<file path="config.mk">
export PLATFORM = sky130hd
export DESIGN_NAME = word_mode_relative_address_gen
export DESIGN_NICKNAME = d
export VERILOG_FILES = /design/src/wm_addr_pkg.sv /design/src/rel_addr_if.sv /design/src/word_mode_relative_address_gen.sv /design/src/rel_addr_calc.sv
export SDC_FILE = /design/constraint.sdc
export NUM_CORES = 1
export LEC_CHECK = 0
export ABC_AREA = 1
export BUFFER_PORTS_ARGS = -buffer_cell sky130_fd_sc_hd__buf_2
export CAP_MARGIN = 10
export CORE_ASPECT_RATIO = 1.1
export CORE_MARGIN = 5
export CORE_UTILIZATION = 55
export DETAILED_ROUTE_END_ITERATION = 10
export GPL_ROUTABILITY_DRIVEN = 0
export HOLD_SLACK_MARGIN = 0.1
export PLACE_DENSITY_LB_ADDON = 0.05
export SETUP_SLACK_MARGIN = 0.1
export SYNTH_ARGS = -nofsm -noshare
export SYNTH_HDL_FRONTEND = slang
export SYNTH_SLANG_ARGS = --single-unit
</file>
<file path="constraint.sdc">
create_clock -name i_ref_clk -period 9.1 [get_ports i_ref_clk]
set_input_delay 0.455 -clock i_ref_clk [delete_from_list [all_inputs] [get_ports i_ref_clk]]
set_output_delay 0.455 -clock i_ref_clk [all_outputs]
set_load 0.02 [all_outputs]
</file>
<file path="src/wm_addr_pkg.sv">
// Shared widths, field positions, codes and state encoding for word-mode addressing
package wm_addr_pkg;
  localparam int WORD_W = 48;
  localparam int ADDR_W = 15;
  localparam int SYL_W = 12;
  localparam int RBASE_W = 9;
  localparam int IDX_W = 10;
  // Word bit n is vector index 47-n
  localparam int FLAG_POS = 47;
  localparam int KIND_POS = 46;
  localparam int PRES_POS = 45;
  localparam int PROG_POS = 44;
  localparam int SPECIAL_POS = 43;
  localparam int CNT_HI = 39;
  localparam int CNT_LO = 30;
  localparam int FADDR_HI = 29;
  localparam int FADDR_LO = 15;
  localparam int INT_POS = 28;
  localparam int CONT_POS = 27;
  localparam int CADDR_HI = 14;
  localparam int CADDR_LO = 0;
  localparam logic [ADDR_W-1:0] SAVED_IDX = 15'h0007;
  localparam logic [5:0] RBASE_PAD = 6'h00;
  localparam logic [ADDR_W-1:0] S_RST = 15'h0000;
  localparam logic [ADDR_W-1:0] S_STEP = 15'h0001;
  localparam logic [WORD_W-1:0] WORD_ZERO = 48'h0000_0000_0000;
  // Syllable type from the two low-order syllable bits
  localparam logic [1:0] SYL_LIT = 2'h0;
  localparam logic [1:0] SYL_OPR = 2'h1;
  localparam logic [1:0] SYL_OPERAND_CALL_SYLLABLE = 2'h2;
  localparam logic [1:0] SYL_DESCRIPTOR_CALL_SYLLABLE = 2'h3;
  // Request kinds accepted by the top module
  localparam logic [1:0] CMD_SYL = 2'h0;
  localparam logic [1:0] CMD_ABS = 2'h1;
  localparam logic [1:0] CMD_CHAIN = 2'h2;
  typedef enum logic [2:0] {
    ST_IDLE = 3'h0,
    ST_CALC = 3'h1,
    ST_PRE = 3'h3,
    ST_MAIN = 3'h2,
    ST_IND = 3'h6,
    ST_PUSH = 3'h7
  } wm_state_e;
endpackage : wm_addr_pkg

</file>
<file path="src/rel_addr_if.sv">
// Carrier between the sequencer and the relative address calculator
`timescale 1ns/10ps
interface rel_addr_if;
  import wm_addr_pkg::*;
  logic [IDX_W-1:0] idx;
  logic subprogram_level_flag;
  logic mark_stack_flag;
  logic force_r;
  logic [RBASE_W-1:0] r_base;
  logic [ADDR_W-1:0] f_base;
  logic [ADDR_W-1:0] c_base;
  logic [ADDR_W-1:0] saved_f;
  logic [ADDR_W-1:0] addr;
  logic [ADDR_W-1:0] pre_addr;
  logic need_pre;
  modport seq (output idx, subprogram_level_flag, mark_stack_flag, force_r, r_base, f_base, c_base, saved_f,
               input addr, pre_addr, need_pre);
  modport calc (input idx, subprogram_level_flag, mark_stack_flag, force_r, r_base, f_base, c_base, saved_f,
                output addr, pre_addr, need_pre);
endinterface : rel_addr_if

</file>
<file path="src/word_mode_relative_address_gen.sv">
// Word-mode address generation and operand/descriptor call sequencing
// Behaviour
// - Program level: reference base, positive 10-bit index
// - Index bit 0 off: reference base, max 511
// - Bit 0 on, bit 1 off: index max 255
// - That code, no mark stack: frame base
// - Mark stack on: fetch base+7, frame field
// - Bits 0,1 on, 2 off: program-word base
// - Store/release operators force reference base instead
// - Bits 0-2 on: negative index, frame base
// - Stack pointer addresses top; pushes go through it
// - Absolute access: low 15 top-of-stack bits
// - Chained access: bits 18-32 of fetched word
// - Operand call on operand/control word: push it
// - Operand call on descriptor: push target, flag check
// - Program descriptor: return word, branch; special pushed
// - Descriptor call on operand: push built descriptor
// - Descriptor call on descriptor: push it unchanged
// - Descriptor call on program descriptor: as operand call
// - Descriptor flag, type bit and presence bit
// - Bits 8-17 word count; zero means single
// - Integer and continuity bits; other bits zero
// - Bits 33-47 hold absolute core address
// - Base in nine high address bits plus index
// - Syllable type from bits 11 and 10
// - Subprogram flag enables extended base selections
`timescale 1ns/10ps
module word_mode_relative_address_gen (
  input wire logic i_ref_clk,
  input wire logic i_sys_rst,
  input wire logic i_cmd_valid,
  input wire logic [1:0] i_cmd,
  input wire logic [wm_addr_pkg::SYL_W-1:0] i_syllable,
  input wire logic i_index_from_tos,
  input wire logic [wm_addr_pkg::WORD_W-1:0] i_tos_word,
  input wire logic i_subprogram_level_flag,
  input wire logic i_mark_stack_flag,
  input wire logic i_force_ref_base,
  input wire logic [wm_addr_pkg::RBASE_W-1:0] i_ref_base,
  input wire logic [wm_addr_pkg::ADDR_W-1:0] i_frame_base,
  input wire logic [wm_addr_pkg::ADDR_W-1:0] i_prog_word_addr,
  input wire logic i_stack_load,
  input wire logic [wm_addr_pkg::ADDR_W-1:0] i_stack_value,
  input wire logic i_mem_ack,
  input wire logic [wm_addr_pkg::WORD_W-1:0] i_mem_rdata,
  output logic o_busy,
  output logic o_mem_req,
  output logic o_mem_we,
  output logic [wm_addr_pkg::ADDR_W-1:0] o_mem_addr,
  output logic [wm_addr_pkg::WORD_W-1:0] o_mem_wdata,
  output logic [wm_addr_pkg::ADDR_W-1:0] o_stack_ptr,
  output logic o_push_valid,
  output logic [wm_addr_pkg::WORD_W-1:0] o_push_word,
  output logic o_operator_valid,
  output logic [wm_addr_pkg::IDX_W-1:0] o_operator_code,
  output logic o_branch,
  output logic [wm_addr_pkg::ADDR_W-1:0] o_branch_addr,
  output logic o_flag_bit_int,
  output logic o_presence_int
);
  import wm_addr_pkg::*;

  // Sequencer state, request snapshot, memory port and result pulses
  typedef struct packed {
    // Sequencer position
    wm_state_e st;
    logic busy;
    logic is_descriptor_call_syllable;
    logic raw;
    logic pre_done;
    // Request snapshot taken at acceptance, then saved frame field and last fetched word
    logic use_tos;
    logic force_r;
    logic subprogram_level_flag;
    logic mark_stack_flag;
    logic [IDX_W-1:0] syl_idx;
    logic [IDX_W-1:0] tos_idx;
    logic [ADDR_W-1:0] saved_f;
    logic [WORD_W-1:0] last_word;
    // Memory port and stack pointer
    logic [ADDR_W-1:0] m;
    logic [ADDR_W-1:0] s;
    logic mem_req;
    logic mem_we;
    logic [WORD_W-1:0] wdata;
    // One-cycle results
    logic push_valid;
    logic [WORD_W-1:0] push_word;
    logic op_valid;
    logic [IDX_W-1:0] op_code;
    logic branch;
    logic [ADDR_W-1:0] branch_addr;
    logic flag_int;
    logic pres_int;
  } wm_regs_s;

  // Idle, empty stack pointer, every pulse low
  localparam wm_regs_s REGS_RST = '{st: ST_IDLE, s: S_RST, default: '0};

  // Registered state and its next value
  wm_regs_s state_ff;
  wm_regs_s nxt_state;

  // Carrier to the address calculator
  rel_addr_if rel ();

  // Decoded syllable and fetched-word kind
  logic take_req;
  logic [1:0] syl_type;
  logic is_flagged;
  logic is_data_descriptor_call_syllable;
  logic is_prog_descriptor_call_syllable;
  logic is_special;
  logic [WORD_W-1:0] built_descriptor_call_syllable;
  logic [WORD_W-1:0] ret_word;

  // Index source and flags captured at acceptance
  assign rel.idx = state_ff.use_tos ? state_ff.tos_idx : state_ff.syl_idx;
  assign rel.subprogram_level_flag = state_ff.subprogram_level_flag;
  assign rel.mark_stack_flag = state_ff.mark_stack_flag;
  assign rel.force_r = state_ff.force_r;

  // Base registers read live during address calculation
  assign rel.r_base = i_ref_base;
  assign rel.f_base = i_frame_base;
  assign rel.c_base = i_prog_word_addr;
  assign rel.saved_f = state_ff.saved_f;

  // Base and index selection
  rel_addr_calc rel_addr_calc_i (
    .rel(rel.calc)
  );

  // Syllable type: bit 11 is index 0, bit 10 is index 1
  assign syl_type = i_syllable[1:0];

  // Request accepted only while idle and no stack load pending
  assign take_req = i_cmd_valid && !i_stack_load && state_ff.st == ST_IDLE;

  // Flag and type bits of the fetched word
  assign is_flagged = i_mem_rdata[FLAG_POS];
  assign is_data_descriptor_call_syllable = is_flagged && !i_mem_rdata[KIND_POS];

  // Program descriptor and its special variant
  assign is_prog_descriptor_call_syllable = is_flagged && i_mem_rdata[KIND_POS] && i_mem_rdata[PROG_POS];
  assign is_special = i_mem_rdata[SPECIAL_POS];

  // Descriptor for an operand: flag, present, single word, core address
  always_comb begin
    built_descriptor_call_syllable = WORD_ZERO;
    built_descriptor_call_syllable[FLAG_POS] = 1'b1;
    built_descriptor_call_syllable[KIND_POS] = 1'b0;
    built_descriptor_call_syllable[PRES_POS] = 1'b1;
    built_descriptor_call_syllable[CNT_HI:CNT_LO] = '0;
    built_descriptor_call_syllable[INT_POS] = 1'b0;
    built_descriptor_call_syllable[CONT_POS] = 1'b0;
    built_descriptor_call_syllable[CADDR_HI:CADDR_LO] = state_ff.m;
  end

  // Return word: control word holding frame and program-word address
  always_comb begin
    ret_word = WORD_ZERO;
    ret_word[FLAG_POS] = 1'b1;
    ret_word[KIND_POS] = 1'b1;
    ret_word[FADDR_HI:FADDR_LO] = i_frame_base;
    ret_word[CADDR_HI:CADDR_LO] = i_prog_word_addr;
  end

  // Next-state logic for the whole sequencer
  always_comb begin
    nxt_state = state_ff;
    nxt_state.push_valid = 1'b0;
    nxt_state.op_valid = 1'b0;
    nxt_state.branch = 1'b0;
    nxt_state.flag_int = 1'b0;
    nxt_state.pres_int = 1'b0;
    if (i_stack_load && state_ff.st == ST_IDLE) begin
      nxt_state.s = i_stack_value;
    end
    case (state_ff.st)
      // Snapshot of the request and dispatch by kind
      ST_IDLE: begin
        if (take_req) begin
          nxt_state.raw = 1'b0;
          nxt_state.pre_done = 1'b0;
          nxt_state.is_descriptor_call_syllable = (syl_type == SYL_DESCRIPTOR_CALL_SYLLABLE);
          nxt_state.use_tos = i_index_from_tos;
          nxt_state.force_r = i_force_ref_base;
          nxt_state.subprogram_level_flag = i_subprogram_level_flag;
          nxt_state.mark_stack_flag = i_mark_stack_flag;
          nxt_state.syl_idx = i_syllable[SYL_W-1:2];
          nxt_state.tos_idx = i_tos_word[IDX_W-1:0];
          // Absolute access from the top-of-stack word
          if (i_cmd == CMD_ABS) begin
            nxt_state.raw = 1'b1;
            nxt_state.m = i_tos_word[ADDR_W-1:0];
            nxt_state.mem_req = 1'b1;
            nxt_state.mem_we = 1'b0;
            nxt_state.busy = 1'b1;
            nxt_state.st = ST_MAIN;
          end else if (i_cmd == CMD_CHAIN) begin
            // Chained access through the last fetched word
            nxt_state.raw = 1'b1;
            nxt_state.m = state_ff.last_word[FADDR_HI:FADDR_LO];
            nxt_state.mem_req = 1'b1;
            nxt_state.mem_we = 1'b0;
            nxt_state.busy = 1'b1;
            nxt_state.st = ST_MAIN;
          end else if (i_cmd == CMD_SYL) begin
            // Literals push, operators report, calls form an address
            if (syl_type == SYL_LIT) begin
              nxt_state.wdata = WORD_ZERO;
              nxt_state.wdata[IDX_W-1:0] = i_syllable[SYL_W-1:2];
              nxt_state.mem_req = 1'b1;
              nxt_state.mem_we = 1'b1;
              nxt_state.m = state_ff.s + S_STEP;
              nxt_state.busy = 1'b1;
              nxt_state.st = ST_PUSH;
            end else if (syl_type == SYL_OPR) begin
              nxt_state.op_valid = 1'b1;
              nxt_state.op_code = i_syllable[SYL_W-1:2];
            end else begin
              nxt_state.busy = 1'b1;
              nxt_state.st = ST_CALC;
            end
          end
        end
      end

      // Preliminary fetch first when the saved frame is needed
      ST_CALC: begin
        nxt_state.mem_req = 1'b1;
        nxt_state.mem_we = 1'b0;
        if (rel.need_pre && !state_ff.pre_done) begin
          nxt_state.m = rel.pre_addr;
          nxt_state.st = ST_PRE;
        end else begin
          nxt_state.m = rel.addr;
          nxt_state.st = ST_MAIN;
        end
      end

      // Saved frame field latched before the main access
      ST_PRE: begin
        if (i_mem_ack) begin
          nxt_state.mem_req = 1'b0;
          nxt_state.saved_f = i_mem_rdata[FADDR_HI:FADDR_LO];
          nxt_state.pre_done = 1'b1;
          nxt_state.st = ST_CALC;
        end
      end

      // Main access; the fetched word kind decides what follows
      ST_MAIN: begin
        if (i_mem_ack) begin
          nxt_state.mem_req = 1'b1;
          nxt_state.last_word = i_mem_rdata;
          nxt_state.mem_we = 1'b1;
          nxt_state.wdata = i_mem_rdata;
          nxt_state.st = ST_PUSH;
          // Push, branch or indirect read by word kind
          if (state_ff.raw) begin
            nxt_state.wdata = i_mem_rdata;
          end else if (is_prog_descriptor_call_syllable && !is_special) begin
            nxt_state.wdata = ret_word;
            nxt_state.branch = 1'b1;
            nxt_state.branch_addr = i_mem_rdata[CADDR_HI:CADDR_LO];
            nxt_state.pres_int = !i_mem_rdata[PRES_POS];
          end else if (is_prog_descriptor_call_syllable) begin
            nxt_state.wdata = i_mem_rdata;
          end else if (is_data_descriptor_call_syllable && !state_ff.is_descriptor_call_syllable) begin
            nxt_state.mem_we = 1'b0;
            nxt_state.m = i_mem_rdata[CADDR_HI:CADDR_LO];
            nxt_state.pres_int = !i_mem_rdata[PRES_POS];
            nxt_state.st = ST_IND;
          end else if (is_data_descriptor_call_syllable) begin
            nxt_state.wdata = i_mem_rdata;
          end else if (state_ff.is_descriptor_call_syllable) begin
            nxt_state.wdata = built_descriptor_call_syllable;
          end else begin
            nxt_state.wdata = i_mem_rdata;
          end
          // Every push lands just above the stack top
          if (nxt_state.st == ST_PUSH) begin
            nxt_state.m = state_ff.s + S_STEP;
          end
        end
      end

      // Word behind a data descriptor, checked for its flag
      ST_IND: begin
        if (i_mem_ack) begin
          nxt_state.last_word = i_mem_rdata;
          nxt_state.wdata = i_mem_rdata;
          nxt_state.flag_int = is_flagged;
          nxt_state.mem_we = 1'b1;
          nxt_state.m = state_ff.s + S_STEP;
          nxt_state.st = ST_PUSH;
        end
      end

      // Push acknowledged: stack pointer steps, result reported
      ST_PUSH: begin
        if (i_mem_ack) begin
          nxt_state.mem_req = 1'b0;
          nxt_state.mem_we = 1'b0;
          nxt_state.s = state_ff.m;
          nxt_state.push_valid = 1'b1;
          nxt_state.push_word = state_ff.wdata;
          nxt_state.busy = 1'b0;
          nxt_state.st = ST_IDLE;
        end
      end

      // Unused codes fall back to the reset state
      default: begin
        nxt_state = REGS_RST;
      end
    endcase
  end

  // State register
  always_ff @(posedge i_ref_clk or posedge i_sys_rst) begin
    if (i_sys_rst) begin
      state_ff <= REGS_RST;
    end else begin
      state_ff <= nxt_state;
    end
  end

  // Memory port straight from the state register
  assign o_busy = state_ff.busy;
  assign o_mem_req = state_ff.mem_req;
  assign o_mem_we = state_ff.mem_we;
  assign o_mem_addr = state_ff.m;
  assign o_mem_wdata = state_ff.wdata;

  // Stack pointer and push report
  assign o_stack_ptr = state_ff.s;
  assign o_push_valid = state_ff.push_valid;
  assign o_push_word = state_ff.push_word;

  // Operator, branch and interrupt pulses
  assign o_operator_valid = state_ff.op_valid;
  assign o_operator_code = state_ff.op_code;
  assign o_branch = state_ff.branch;
  assign o_branch_addr = state_ff.branch_addr;
  assign o_flag_bit_int = state_ff.flag_int;
  assign o_presence_int = state_ff.pres_int;
endmodule : word_mode_relative_address_gen

</file>
<file path="src/rel_addr_calc.sv">
// Base and index selection for relative addressing
`timescale 1ns/10ps
module rel_addr_calc (
  rel_addr_if.calc rel
);
  import wm_addr_pkg::*;

  logic [ADDR_W-1:0] r_abs;
  logic [ADDR_W-1:0] frame_base;

  // Reference base sits in the nine high-order address bits
  assign r_abs = {rel.r_base, RBASE_PAD};
  assign rel.pre_addr = r_abs + SAVED_IDX;
  assign frame_base = rel.mark_stack_flag ? rel.saved_f : rel.f_base;

  // Base, sign and index width chosen by the top index bits
  always_comb begin
    rel.need_pre = 1'b0;
    if (!rel.subprogram_level_flag) begin
      rel.addr = r_abs + ADDR_W'(rel.idx);
    end else if (!rel.idx[9]) begin
      rel.addr = r_abs + ADDR_W'(rel.idx[8:0]);
    end else if (!rel.idx[8]) begin
      rel.need_pre = rel.mark_stack_flag;
      rel.addr = frame_base + ADDR_W'(rel.idx[7:0]);
    end else if (!rel.idx[7]) begin
      if (rel.force_r) begin
        rel.addr = r_abs + ADDR_W'(rel.idx[6:0]);
      end else begin
        rel.addr = rel.c_base + ADDR_W'(rel.idx[6:0]);
      end
    end else begin
      rel.need_pre = rel.mark_stack_flag;
      rel.addr = frame_base - ADDR_W'(rel.idx[6:0]);
    end
  end
endmodule : rel_addr_calc

</file>
==> flow_metrics.py <==
metrics = {
    "status": {
        "status": "finished clean",
    },
    "clock_tree": {
        "clockBufferDepth": 3,
        "h-tree-depth": 1,
        "postCtsHoldBufs": 0,
        "post_cts_resized": 0,
        "numCtsBuffers": 24,
        "cts.sinks": 219,
        "clock_latency_ns": 0.55,
        "postCtsSetupRepairBufs": 0,
        "cts_tree": "done",
        "root_buffer": "clkbuf_16",
        "clk_pin_slew_worst_paths_ns": 0.06,
    },
    "synth": {
        "synth_area_leaders": "dfrtp_1 (38%), nand2_1 (12%), o21ai_0 (8.7%)",
        "synthCells": 2027,
        "synth.cell_area_sq_um": 14540,
        "synth_ff_type": "dfrtp_1",
        "yosys.area_share.simple": 0.2035,
        "synth-adder-area-share": 0.03219,
        "synth_top_area_share": 0.3770,
        "synth.most_common_cell": "nand2_1",
        "synth_top_family_by_area": "simple AND/OR/NAND/NOR gates",
        "yosysSeqAreaShare": 0.3770,
        "synth_edf_count": 0,
        "synth_top_cell_by_area": "dfrtp_1",
        "netlist_top_cells_count": "nand2_1 (450), inv_1 (295), o21ai_0 (253)",
        "netlist-cell-type-count": 50,
        "synthMuxAreaShare": 0.002066,
        "synth_compound_area_frac": 0.1959,
        "synth_seq_cells": 219,
        "synth_xor_area_frac": 0.01024,
        "synth_warnings": 0,
        "synth_area_per_cell_sq_um": 7.172,
        "syn_nets": 2235,
        "postSynth.asyncResetShare": 1.000,
    },
    "pwr": {
        "p_seq_frac": 0.269,
        "pwr-share-comb": 0.550,
        "cell_internal_pwr_uw": 2625,
        "p_per_area_nw_per_um2": 336.4,
        "p_sw_uw": 2750,
        "finalPower_uw": 5375,
        "switching_share": 0.5116,
        "ir_drop_mv": 0.2018,
        "clockPowerShare": 0.182,
        "power_leakage_uw": 0.008600,
    },
    "setup_path": {
        "crit_chain": "buf_4 -> inv_1 -> o21ai_0 -> ha_1 -> nand2_1 -> inv_1 -> nand2_1 -> nand3_1 -> nand2_1 -> nand2_1 -> nor2_1 -> nand2_1 -> nand3_1 -> nand3_1 -> o21bai_1 -> nand2_1 -> nand2_1 -> nand2_1 -> nand2_1",
        "cp_max_fo": 32,
        "start_kind": "register",
        "worstPathArrival_ns": 4.25,
        "crit_top_cell": "nand2_1",
        "crit_slowest_cell": "o21ai_0",
        "reg2regPathDepth": 19,
        "r2r-start": "rel.mark_stack_flag",
        "cp.required_ns": 9.57,
        "cp.buffers_inverters": 3,
        "cp_slowest_stage_delay_ns": 0.67,
        "critPathKind": "reg -> reg",
        "path_delay_family": "simple AND/OR/NAND/NOR gates",
        "cp-end-kind": "register",
        "rrSetupSlack_ns": 5.33,
        "r2r_end": "o_mem_addr[12]",
    },
    "placement": {
        "port_buffers": 298,
        "dp_hpwl_um": 38520,
    },
    "drt": {
        "drt_pass1_iterations": 6,
        "wl_per_cell_um": 19.94,
        "drcViolationCount": 0,
        "drtIter0Drc": 1739,
        "via_per_inst": 5.634,
        "vias": 14170,
        "postRouteWirelength_um": 50140,
        "ant_nets": 0,
    },
    "global_route": {
        "grt_pass1_vias": 13340,
        "antenna_found_initial": 5,
        "track_usage": 0.3279,
        "grt_pass1_wl_um": 76630,
        "grt_max_degree": 117,
        "gr-total-overflow": 0,
    },
    "timing": {
        "tightest_slew_ns": 1.105,
        "finalHoldViolations": 0,
        "period_share": 0.4147,
        "slew_viol_final": 0,
        "setup-tns-final_ns": 0,
        "rsz0062_at_grt": "no",
        "finalSetupViolations": 0,
        "max_slew_margin": 0.2616,
        "fmax_mhz": 265.0,
        "clock_skew_ns": 0.01501,
        "period_needed_ns": 3.774,
    },
    "layout": {
        "areaGrowthSynthToFinish_pct": 9.915,
        "num-fill-cells": 2533,
        "final_layout_size_suffix_gt1_frac": 0.1791,
        "fin_util": 0.6130,
        "nets": 2351,
    },
    "floorplan": {
        "core_sq_um": 26070,
        "rows": 62,
        "initial_core_util": 0.5577,
        "die-height_um": 180.5,
        "num_io_pins": 332,
        "die_x_um": 165.0,
        "die_area_sq_um": 29790,
    },
    "min_path": {
        "hp-class": "in -> async",
    },
    "flow_run": {
        "maxCapViolations": 0,
    },
}
-- worst max path at each step --
| stage | from | endpoint | slack (ns) | cells after the start |
|---|---|---|---|---|
| after floorplan | i_sys_rst | o_branch | 2.65 | 1 |
| after global placement | rel.mark_stack_flag | o_mem_addr[12] | 5.51 | 19 |
| after detailed placement | state_ff[251] | o_stack_ptr[3] | 5.46 | 12 |
| after CTS | state_ff[251] | o_stack_ptr[3] | 5.45 | 12 |
| after global routing | state_ff[251] | o_stack_ptr[9] | 5.05 | 12 |
| final | rel.mark_stack_flag | o_mem_addr[12] | 5.33 | 19 |
-- layout by cell type (no fill, tap or decap), drive strengths merged, types with 14 or more instances in the layout --
master and instances:
inv 304, dfrtp 219, ha 31, nor2 113
a22oi 14, clkbuf 31, nor3 15, buf 319
nand3 109, a21oi 70, o22ai 52, nand4 18
o221ai 15, nand2 453, o21ai 305
-- routing by layer --
layer | global-route usage | vias up | share of wire
met5 | 0 | - | 0.00088
met4 | 0.1301 | 6 | 0.049
met3 | 0.07893 | 131 | 0.11
met2 | 0.4989 | 737 | 0.44
met1 | 0.4507 | 6576 | 0.41
li1 | - | 6720 | -
-- cell families (layout without fill, tap and decap cells) --
family                     Yosys count  after routing
buffers and inverters              534            668
DFF                                219            219
adders and majority gates           35             35
AOI/OAI and AO/OA                  504            504
muxes                                3              3
xor gates and xnor gates            17             17
other                                0              2
and+or+nand+nor                    715            715
-- flip-flops by register name, indices dropped and copies added (netlist names), 10 cells and up --
register,flops
o_mem_wdata,48
o_branch_addr,15
state_ff,42
rel.saved_f,15
o_operator_code,10
o_mem_addr,15
o_stack_ptr,15
o_push_word,48
-- power by group through the flow --
stage,clock network (uW),logic (uW),registers (uW)
CTS,989,2900,1440
global placement,0,2840,1450
global route,1030,3230,1470
finish,977,2950,1440
detailed placement,0,2880,1450
floorplan,0,2230,1390
-- through the flow --
stage / cell area [sq um] / worst slack [ns] / instances / hold WS [ns]
after detailed placement: 15180 / 5.459 / 2469 / 0.4638
final: 15980 / 5.326 / 2515 / 0.04766
after global placement: 15180 / 5.512 / 2469 / 0.4591
after floorplan: 14540 / 2.652 / 2027 / 0.4437
after global routing: 15980 / 5.054 / 2514 / 0.1514
after CTS: 15970 / 5.454 / 2513 / 0.1073
-- cell type report --
cell class                      count  area [sq um]  share of cell area
Sequential cell                   219          5480              0.3430
Clock inverter                     13         135.1            0.008457
Timing Repair Buffer              319          1649              0.1032
Multi-Input combinational cell   1274          6460              0.4043
Antenna cell                        2         5.005           0.0003132
Tap cell                          352         440.4             0.02756
Clock buffer                       31         656.9             0.04111
Inverter                          305          1152             0.07212
Power figures use the tool's default switching activity.
